===== src/inc/ssi_cfg.svh =====
/*
 * Offsets, field positions, opcodes and reset values of the
 * halt / subtract execution block.
 * Assumes a 32-bit AHB-Lite slave decoding haddr[11:0].
 */
`ifndef SSI_CFG_SVH
`define SSI_CFG_SVH

// register byte offsets
`define SSI_OFF_INSTR 12'h000
`define SSI_OFF_ACC 12'h004
`define SSI_OFF_STATUS 12'h008
`define SSI_OFF_WDOG 12'h00c
`define SSI_OFF_PRESC 12'h010
// file registers: 128 words from 0x200
`define SSI_FILE_SEL 3'h1
`define SSI_FILE_SEL_HI 11
`define SSI_FILE_SEL_LO 9

// instruction encodings (14-bit words)
`define SSI_OP_HALT 14'h0063
`define SSI_LIT_SUB_PAT 5'h1e
`define SSI_FILE_SUB_PAT 6'h02
`define SSI_DEST_BIT 7

// software-writable status bits: carry, half carry, zero
`define SSI_STAT_SW_MASK 6'h07
`define SSI_NIB_MASK 8'h0f

// reset values
`define SSI_RST_STATUS 6'h18
`define SSI_RST_BYTE 8'h00
`define SSI_RST_INSTR 14'h0000
`define SSI_RST_WORD 32'h0000_0000

`endif


===== src/inc/ssi_pkg.sv =====
/*
 * Types shared by the halt / subtract execution block.
 * Assumes ssi_cfg.svh for all numeric constants.
 */
package ssi_pkg;

  typedef enum logic [1:0] {
    OP_NONE, OP_HALT, OP_LIT_SUB, OP_FILE_SUB
  } ssi_op_type;

  // bit 0 carry ... bit 5 halted
  typedef struct packed {
    logic halted;
    logic wd_expiry;
    logic sleep_entered;
    logic zero;
    logic half_carry;
    logic carry;
  } ssi_status_type;

  typedef struct packed {
    logic wr;
    logic rd;
    logic [11:0] addr;
  } ssi_aphase_type;

  typedef struct packed {
    logic [7:0] diff;
    logic carry;
    logic half_carry;
    logic zero;
  } ssi_sub_type;

endpackage : ssi_pkg


===== src/logic/ssi_core.sv =====
/*
 * Executes the halt, literal_minus_acc and file_minus_acc instructions
 * written into the instruction register over AHB-Lite.
 * Assumes one AHB-Lite master, single word transfers, hready from
 * this slave's hreadyout.
 */
// How it works
// - halt word 0x0063 clears sleep_entered_flag.
// - halt: watchdog_expiry_flag set, watchdog_counter, prescaler zero.
// - after halt the core stops; no later instruction executes.
// - literal_minus_acc puts literal minus accumulator into accumulator.
// - file_minus_acc computes file register minus accumulator.
// - destination bit 0: result to accumulator, file register kept.
// - destination bit 1: result written back to file register.
// - both subtracts set carry when the difference is positive.
// - both subtracts set carry when the difference is zero.
// - both subtracts clear carry on a borrow out of bit 7.
`timescale 1ns/10ps
`include "ssi_cfg.svh"

module ssi_core (
  input wire logic ref_clk_i, // 200 MHz core clock
  input wire logic rst_n_i, // async reset, active low
  input wire logic hsel_i, // slave select
  input wire logic [31:0] haddr_i, // byte address
  input wire logic [1:0] htrans_i, // transfer type
  input wire logic hwrite_i, // write when high
  input wire logic [2:0] hsize_i, // word only, not decoded
  input wire logic [31:0] hwdata_i, // write data
  input wire logic hready_i, // bus ready
  output logic [31:0] hrdata_o, // read data
  output logic hreadyout_o, // slave ready
  output logic hresp_o, // always OKAY
  output logic halted_o // halted, oscillator stopped
);
  import ssi_pkg::*;

  ssi_aphase_type ap_r, ap_nxt;
  ssi_status_type stat_r, stat_nxt;
  logic [31:0] rdata_r, rdata_nxt;
  logic ready_r, ready_nxt;
  logic [7:0] acc_r, acc_nxt;
  logic [7:0] wdog_r, wdog_nxt;
  logic [7:0] pre_r, pre_nxt;
  logic [13:0] instr_r, instr_nxt;
  logic [7:0] file_mem [0:127];
  logic file_we;
  logic [6:0] file_wa, file_ra, ex_fidx;
  logic [7:0] file_wd, opnd;
  logic ex_go, dest_file;
  ssi_op_type op;
  ssi_sub_type sub;

  function automatic ssi_op_type decode(input logic [13:0] w);
    ssi_op_type o;
    o = OP_NONE;
    if (w == `SSI_OP_HALT) begin
      o = OP_HALT;
    end else if (w[13:9] == `SSI_LIT_SUB_PAT) begin
      o = OP_LIT_SUB;
    end else if (w[13:8] == `SSI_FILE_SUB_PAT) begin
      o = OP_FILE_SUB;
    end
    return o;
  endfunction : decode

  function automatic ssi_sub_type sub8(input logic [7:0] a,
                                       input logic [7:0] b);
    ssi_sub_type s;
    logic [8:0] d9;
    logic [4:0] d5;
    d9 = {1'b0, a} - {1'b0, b};
    d5 = {1'b0, a[3:0]} - {1'b0, b[3:0]};
    s.diff = d9[7:0];
    s.carry = ~d9[8];
    s.half_carry = ~d5[4];
    s.zero = (d9[7:0] == 8'h00);
    return s;
  endfunction : sub8

  function automatic logic is_file(input logic [11:0] a);
    return a[`SSI_FILE_SEL_HI:`SSI_FILE_SEL_LO] == `SSI_FILE_SEL;
  endfunction : is_file

  assign ex_fidx = hwdata_i[6:0];
  assign dest_file = hwdata_i[`SSI_DEST_BIT];
  assign file_ra = ap_r.rd ? ap_r.addr[8:2] : ex_fidx;
  assign op = decode(hwdata_i[13:0]);
  // halted core executes no further instruction writes; instr_r still takes them
  assign ex_go = ap_r.wr && (ap_r.addr == `SSI_OFF_INSTR)
                 && !stat_r.halted;
  assign opnd = (op == OP_LIT_SUB) ? hwdata_i[7:0] : file_mem[file_ra];
  assign sub = sub8(opnd, acc_r);

  always_comb begin
    ap_nxt = '0;
    ready_nxt = 1'b1;
    rdata_nxt = rdata_r;
    acc_nxt = acc_r;
    stat_nxt = stat_r;
    wdog_nxt = wdog_r;
    pre_nxt = pre_r;
    instr_nxt = instr_r;
    file_we = 1'b0;
    file_wa = ap_r.addr[8:2];
    file_wd = hwdata_i[7:0];
    // address phase; reads get one wait state
    if (hsel_i && htrans_i[1] && hready_i) begin
      ap_nxt.wr = hwrite_i;
      ap_nxt.rd = !hwrite_i;
      ap_nxt.addr = haddr_i[11:0];
      ready_nxt = hwrite_i;
    end
    if (ap_r.rd) begin
      rdata_nxt = `SSI_RST_WORD;
      if (is_file(ap_r.addr)) begin
        rdata_nxt[7:0] = file_mem[file_ra];
      end else begin
        case (ap_r.addr)
          `SSI_OFF_INSTR: rdata_nxt[13:0] = instr_r;
          `SSI_OFF_ACC: rdata_nxt[7:0] = acc_r;
          `SSI_OFF_STATUS: rdata_nxt[5:0] = stat_r;
          `SSI_OFF_WDOG: rdata_nxt[7:0] = wdog_r;
          `SSI_OFF_PRESC: rdata_nxt[7:0] = pre_r;
          default: rdata_nxt = `SSI_RST_WORD;
        endcase
      end
    end
    if (ap_r.wr) begin
      if (is_file(ap_r.addr)) begin
        file_we = 1'b1;
      end else begin
        case (ap_r.addr)
          `SSI_OFF_INSTR: instr_nxt = hwdata_i[13:0];
          `SSI_OFF_ACC: acc_nxt = hwdata_i[7:0];
          `SSI_OFF_STATUS: begin
            stat_nxt = ssi_status_type'((stat_r & ~`SSI_STAT_SW_MASK)
                       | (hwdata_i[5:0] & `SSI_STAT_SW_MASK));
          end
          `SSI_OFF_WDOG: wdog_nxt = hwdata_i[7:0];
          `SSI_OFF_PRESC: pre_nxt = hwdata_i[7:0];
          default: ;
        endcase
      end
    end
    if (ex_go) begin
      case (op)
        OP_HALT: begin
          stat_nxt.sleep_entered = 1'b0;
          stat_nxt.wd_expiry = 1'b1;
          wdog_nxt = `SSI_RST_BYTE;
          pre_nxt = `SSI_RST_BYTE;
          stat_nxt.halted = 1'b1;
        end
        OP_LIT_SUB, OP_FILE_SUB: begin
          stat_nxt.carry = sub.carry;
          stat_nxt.half_carry = sub.half_carry;
          stat_nxt.zero = sub.zero;
          if (op == OP_FILE_SUB && dest_file) begin
            file_we = 1'b1;
            file_wa = ex_fidx;
            file_wd = sub.diff;
          end else begin
            acc_nxt = sub.diff;
          end
        end
        default: ;
      endcase
    end
  end

  always_ff @(posedge ref_clk_i or negedge rst_n_i) begin
    if (!rst_n_i) begin
      ap_r <= '0;
      ready_r <= 1'b1;
      rdata_r <= `SSI_RST_WORD;
      acc_r <= `SSI_RST_BYTE;
      stat_r <= `SSI_RST_STATUS;
      wdog_r <= `SSI_RST_BYTE;
      pre_r <= `SSI_RST_BYTE;
      instr_r <= `SSI_RST_INSTR;
    end else begin
      ap_r <= ap_nxt;
      ready_r <= ready_nxt;
      rdata_r <= rdata_nxt;
      acc_r <= acc_nxt;
      stat_r <= stat_nxt;
      wdog_r <= wdog_nxt;
      pre_r <= pre_nxt;
      instr_r <= instr_nxt;
    end
  end

  // file registers hold no reset value
  always_ff @(posedge ref_clk_i) begin
    if (file_we) begin
      file_mem[file_wa] <= file_wd;
    end
  end

  assign hrdata_o = rdata_r;
  assign hreadyout_o = ready_r;
  assign hresp_o = 1'b0;
  assign halted_o = stat_r.halted;
endmodule : ssi_core


===== config.mk =====
export PLATFORM = sky130hd
export DESIGN_NAME = ssi_core
export DESIGN_NICKNAME = d
export VERILOG_FILES = /design/src/inc/ssi_pkg.sv /design/src/logic/ssi_core.sv
export VERILOG_INCLUDE_DIRS = /design/src /design/src/inc
export SDC_FILE = /design/constraint.sdc
export NUM_CORES = 2
export LEC_CHECK = 0
export BUFFER_PORTS_ARGS = -buffer_cell sky130_fd_sc_hd__buf_4
export CAP_MARGIN = 20
export CORE_ASPECT_RATIO = 0.6
export CORE_MARGIN = 3
export CORE_UTILIZATION = 46
export CTS_BUF_LIST = sky130_fd_sc_hd__clkbuf_2 sky130_fd_sc_hd__clkbuf_4 sky130_fd_sc_hd__clkbuf_8
export CTS_CLUSTER_SIZE = 24
export DETAILED_ROUTE_END_ITERATION = 12
export RECOVER_POWER = 100
export SETUP_SLACK_MARGIN = 0.2
export SLEW_MARGIN = 20
export SYNTH_ARGS = -nofsm -noshare
export SYNTH_HDL_FRONTEND = slang
export SYNTH_SLANG_ARGS = --single-unit
export TNS_END_PERCENT = 5

===== constraint.sdc =====
create_clock -name ref_clk_i -period 9.07 [get_ports ref_clk_i]
set_input_delay 1.814 -clock ref_clk_i [delete_from_list [all_inputs] [get_ports ref_clk_i]]
set_output_delay 1.814 -clock ref_clk_i [all_outputs]
set_load 0.01 [all_outputs]

After elaboration in Yosys (flattened, before gate mapping) --
Memories as Yosys holds them, arrays and structs flattened. Cells that the tools add are included. Widths: inputs -> output; s select.
Word-level totals: bits in registers 91, RAM bits 1024, output and inout bits 35, memories 1
Cells by class: $add $sub $neg 2, eq/ne operators 11, multiplexer cells 47, bitwise operators 4, reductions and logical operators 11
Memories:
- file_mem | depth 128, bits a word 8, read ports 1, clocked after Yosys merged registers in 0, wr ports 1, line ssi_core.sv:46 | logic [7:0] file_mem [0:127];
Operators with widths (number):
- $mux 8 | 21
- $mux 6 | 6
- $pmux 6 s5 | 1
- $mux 7 | 4
- $eq 12x4->1 const B | 2
- $eq 14x7->1 const B | 1
- $mux 14 | 1
- $eq 12x3->1 const B | 1
- $eq 12x5->1 const B | 1
- $logic_not 12->1 | 1
- $sub 8x8->9 | 1
- $logic_not 8->1 | 1
- $mux 1 | 8
- $pmux 2 s4 | 1
- $eq 6x2->1 const B | 1
- $mux 2 | 3
- $mux 3 | 2
- $or 6x3->6 | 1
- $eq 5x5->1 const B | 1
- $logic_and 1x1->1 | 5
- $sub 4x4->5 | 1
- $eq 2x2->1 const B | 2
- $eq 3x1->1 const B | 1
- $not 1->1 | 3
- other kinds (4) | 5

Longest topological paths before layout --
depth in word-level cells 11, gate-level depth with buffers 23, depth with buffers taken out 18

Worst setup path after synthesis --
Ideal clock, no wire load.
path type input to register, from in hwdata_i[0], to mem file_mem[0][5] (data pin), library setup time 1197 ps, arrival time 9830 ps, slack -1957 ps, stages 17, path buffers 3, path through buf_2 -> mux2_2 -> buf_6 -> o21ai_0 -> buf_2 -> a21oi_1 -> or4_1 -> o311ai_1 -> o32ai_1 -> mux2_2 -> ha_1 -> a21o_1 -> a21o_1 -> a21oi_1 -> o21bai_1 -> xnor2_1 -> o21ai_0
On the way: cells in the longest elaborated chain, start to end 8
Ends and longest elaborated chain:
- start, declared | line ssi_core.sv:29 | input wire logic [31:0] hwdata_i,
- branches (longest 6 deep; another with $sub 8x8->9)
- $mux 8 (*) | line ssi_core.sv:147 | case (op)
- $mux 8 (*) | line ssi_core.sv:146 | if (ex_go) begin
- net file_wd[5] | line ssi_core.sv:49 | logic [7:0] file_wd, opnd;
- end, declared | line ssi_core.sv:46
Mark *: on every way through the listed nets, which the timed path passes.

Final worst setup path --
from reg ap_r[12] in the netlist's numbering, to mem file_mem[123][1] (data pin)
On the way: cells in the longest elaborated chain, start to end 7
Ends and longest elaborated chain:
- start, declared | line ssi_core.sv:38 | ssi_aphase_type ap_r, ap_nxt;
- start signal, assigned | line ssi_core.sv:183 | ap_r <= ap_nxt;
- $mux 7 | line ssi_core.sv:87 | assign file_ra = ap_r.rd ? ap_r.addr[8:2] : ex_fidx;
- $mem_v2 128x8
- $mux 8 | line ssi_core.sv:92 | assign opnd = (op == OP_LIT_SUB) ? hwdata_i[7:0] : file_mem[file_ra];
- $sub 8x8->9 | line ssi_core.sv:72 | d9 = {1'b0, a} - {1'b0, b};
- $mux 8 | line ssi_core.sv:159 | if (op == OP_FILE_SUB && dest_file) begin
- $mux 8 | line ssi_core.sv:147
- $mux 8 | line ssi_core.sv:146
- net file_wd[1] | line ssi_core.sv:49
The timed path passes the listed nets, and every way through them passes these cells.

==> results by group <==
Cells and area
  • Multi-input logic area: 0.01249 sq mm
  • Final core occ: 0.5177
  • Fill count: 8519
  • Most frequent cells in the layout: edfxtp_1, nand2_1, nor2_1
  • Layout cells sized above 1: 0.1282
  • Area delta synth->final: 10.65%
  • Commonest non-fill, non-tap cell in the layout: edfxtp_1
  • Design Area, Final: 0.05131 sq mm
  • Layout net count: 3786
  • Reg area: 0.03259 sq mm

Setup path
  • CP startpoint: ap_r[12]$_DFF_PN0_
  • Critical Path RT: 9.52 ns
  • Reg2reg start: ap_r[12]$_DFF_PN0_
  • Critical path class: register to register
  • Crit-path max FO: 59
  • Worst reg-to-reg path cell count: 15
  • Reg2Reg Setup Slack: between 1 and 1.5 ns
  • Crit path capture type: register
  • Capturing point of the worst reg2reg path: file_mem[123][1]$_DFFE_PP_
  • Startpoint Class: register
  • CP arrival: roughly 8.5 ns

Clock tree
  • Postcts setup bufs: 0
  • Clock buffer depth: 3
  • Root Driver: clkbuf_8
  • H-tree levels: 4
  • CTS resizes: 0
  • Clk slew on worst S/H paths: 0.07 ns
  • Clock sinks: 1097
  • Hold Buf Count CTS: 0
  • CTS tree: done
  • CTS Buf Count: 156
  • Clk_lat worst skew: 0.87 ns

STA
  • Final worst path period share: 0.8877
  • Final Hold Violating Endpoints: 0
  • Final Skew: approximately 0.030 ns
  • Worst-Margin Slew: 4.041 ns
  • Final Setup Violations: 0
  • Fin. max-slew vios: 263
  • Minimum clock period: 8.051 ns
  • RSZ-0062 raised after global routing: false
  • Highest clock rate: 0.1242 GHz
  • Slew headroom: -1.694

Logic synthesis
  • Top-area cell type share of the netlist area: 0.6631
  • Sequential area share after synthesis: 0.7026
  • Distinct cells, synth: 96
  • FF+latch count, synth: 1097
  • Area of the mapped netlist: 0.04637 sq mm
  • Syn avg cell area: between 10 and 15 sq um
  • Number of flops mapped to enable cells by yosys: a little over 1000
  • Asr flop ratio synth: 0.06655
  • Most common flop cell mapped by yosys: edfxtp_1
  • Top cells by area, synth: edfxtp_1, nand2_1, dfrtp_1
  • Cells after synthesis: 3605
  • Top cell type by total area after synthesis: edfxtp_1
  • Synth Warn #: 0

Floorplanning
  • Die width: between 400 and 500 um
  • Die area: 0.1048 sq mm
  • Die height: 251.9 um
  • Initial Util: 0.4679
  • Core area: 0.09911 sq mm
  • Io pins: between 100 and 150
  • Rows: 89

Detailed routing
  • Avg WL per Cell: between 20 and 30 um
  • DR DRC count: 0
  • DRT antenna net count: 0
  • DRT Pass-1 Iters: 6
  • Post-Route WL: 144500 um
  • Vias per cell: ~6
  • 1st-iter DRT viols: 4731
  • Vias: roughly 31000

Global routing
  • GR met2 Demand/Resource: 0.3540
  • GRT overflow: 0
  • Vias in the first global route: 28850
  • Largest net degree at the start of global routing: 89
  • Met3 Use GR: 0.09435
  • M1 GR Usage: 0.4275
  • Antenna violations before repair: 5
  • Gr usage total: 0.2731
  • First-pass GRT wire length: 207300 um
  • Grt peak-use layer: met1

Power
  • Peak supply drop: 0.0001824 V
  • Pint: approximately 8000 uW
  • PD cells: between 200 and 250 mW/mm^2
  • Sw Ratio: 0.2515
  • Gate power share: 0.090
  • Clock Power Share: 0.373
  • Total power: 10460 uW
  • Leakage: about 0.017 uW
  • NetSw: 2631 uW
  • Sequential power share: 0.537

Worst hold path
  • HP Class: register to register
  • Hold EP: instr_r[1]$_DFFE_PN0P_
  • Origin of the worst min-delay path: instr_r[1]$_DFFE_PN0P_
  • Hold path depth: 2

Placement
  • Post-DP Area: just under 0.05 sq mm
  • GP Congestion: approximately 0.9
  • DPL Wire Length: 91510 um
  • PortBufs: 47

Job
  • Max cap viols: 8

Status
  • Outcome: complete, but fails checks
  • Failing checks: capacitance limit, slew limit
## stage by stage
step                hold slack (ns)  TNS, ns  cells  worst slack, ns
CTS                          0.4917        0   5140            2.072
finish                       0.4931        0   5143            1.019
detailed placement           0.4727        0   4863            1.364
global placement             0.4635        0   4863            1.407
global route                 0.5065        0   5143           0.8149
floorplan                    0.4488  -381.52   3623           -1.629
## power by group through the flow
| stage | Combinational (uW) | Sequential [uW] | Clock, uW |
|---|---|---|---|
| floorplan | 534 | 5730 | 0 |
| global placement | 933 | 5720 | 0 |
| detailed placement | 941 | 5720 | 0 |
| CTS | 943 | 5610 | 3940 |
| global route | 1000 | 5620 | 4150 |
| finish | 941 | 5620 | 3910 |
## Yosys cell counts (11+ instances only)
| master | n |
|---|---|
| a211oi_1 | 65 |
| a21oi_1 | 300 |
| a22oi_1 | 30 |
| a311oi_1 | 13 |
| a31oi_1 | 23 |
| and2_1 | 15 |
| and3_1 | 18 |
| buf_1 | 16 |
| buf_2 | 121 |
| buf_4 | 37 |
| buf_6 | 13 |
| clkbuf_1 | 69 |
| dfrtp_1 | 70 |
| edfxtp_1 | 1024 |
| inv_1 | 27 |
| mux2_2 | 18 |
| mux2i_1 | 84 |
| mux4_2 | 24 |
| nand2_1 | 528 |
| nand3_1 | 165 |
| nand4_1 | 17 |
| nor2_1 | 426 |
| nor2b_1 | 12 |
| nor3_1 | 76 |
| nor4_1 | 34 |
| o211ai_1 | 26 |
| o21ai_0 | 80 |
| o21bai_1 | 20 |
| o221ai_1 | 16 |
| o22ai_1 | 34 |
| o31ai_1 | 11 |
## worst max-delay path, cell delays in order, from the launching register on
cell and delay (ns):
dfrtp_4 0.83, buf_4 0.63, mux2i_4 0.65, buf_4 0.43, nor2_1 0.30, clkbuf_1 0.39, a32o_1 0.32, o311ai_0 1.24
nand2_1 0.13, a22oi_1 0.20, ha_1 0.17, inv_1 0.06, fa_1 0.57, nand2_1 0.11, o21ai_4 0.35, clkbuf_2 1.11
## worst max path at each step
stage	endpoint
finish	file_mem[123][1]$_DFFE_PP_
global route	file_mem[125][1]$_DFFE_PP_
detailed placement	file_mem[122][6]$_DFFE_PP_
global placement	file_mem[123][6]$_DFFE_PP_
CTS	file_mem[122][6]$_DFFE_PP_
floorplan	file_mem[0][2]$_DFFE_PP_
## cell families after synthesis
| kind of cell | synth area share |
|---|---|
| AOI/OAI and AO/OA | 0.09910 |
| xor gates and xnor gates | 0.001133 |
| adders and majority gates | 0.002590 |
| buffers and inverters | 0.03154 |
| DFF | 0.7026 |
| muxes | 0.03529 |
| other | 0.00008087 |
| and+or+nand+nor | 0.1277 |
## flip-flops by register name, summed over array words and instances (netlist names)
register     flops
acc_r            8
ap_r            14
file_mem      1024
halted_o         1
hrdata_o        14
hreadyout_o      1
instr_r         14
pre_r            8
stat_r           5
wdog_r           8
## cell type report
type | count | share of cell area
Inverter | 29 | 0.002121
Tap cell | 1319 | 0.03216
Clock inverter | 55 | 0.006584
Antenna cell | 2 | 0.00009754
Timing Repair Buffer | 179 | 0.02829
Clock buffer | 222 | 0.05235
Sequential cell | 1097 | 0.6350
Multi-Input combinational cell | 2240 | 0.2434
## metal layers
metal / vias up / routed length [um] / part of all wire
li1: 13630 / - / -
met1: 15620 / 64640 / 0.45
met2: 1909 / 56710 / 0.39
met3: 241 / 19940 / 0.14
met4: 2 / 3221 / 0.022
met5: - / 15 / 0.00010
No activity file was read; power rests on OpenSTA's default activity.
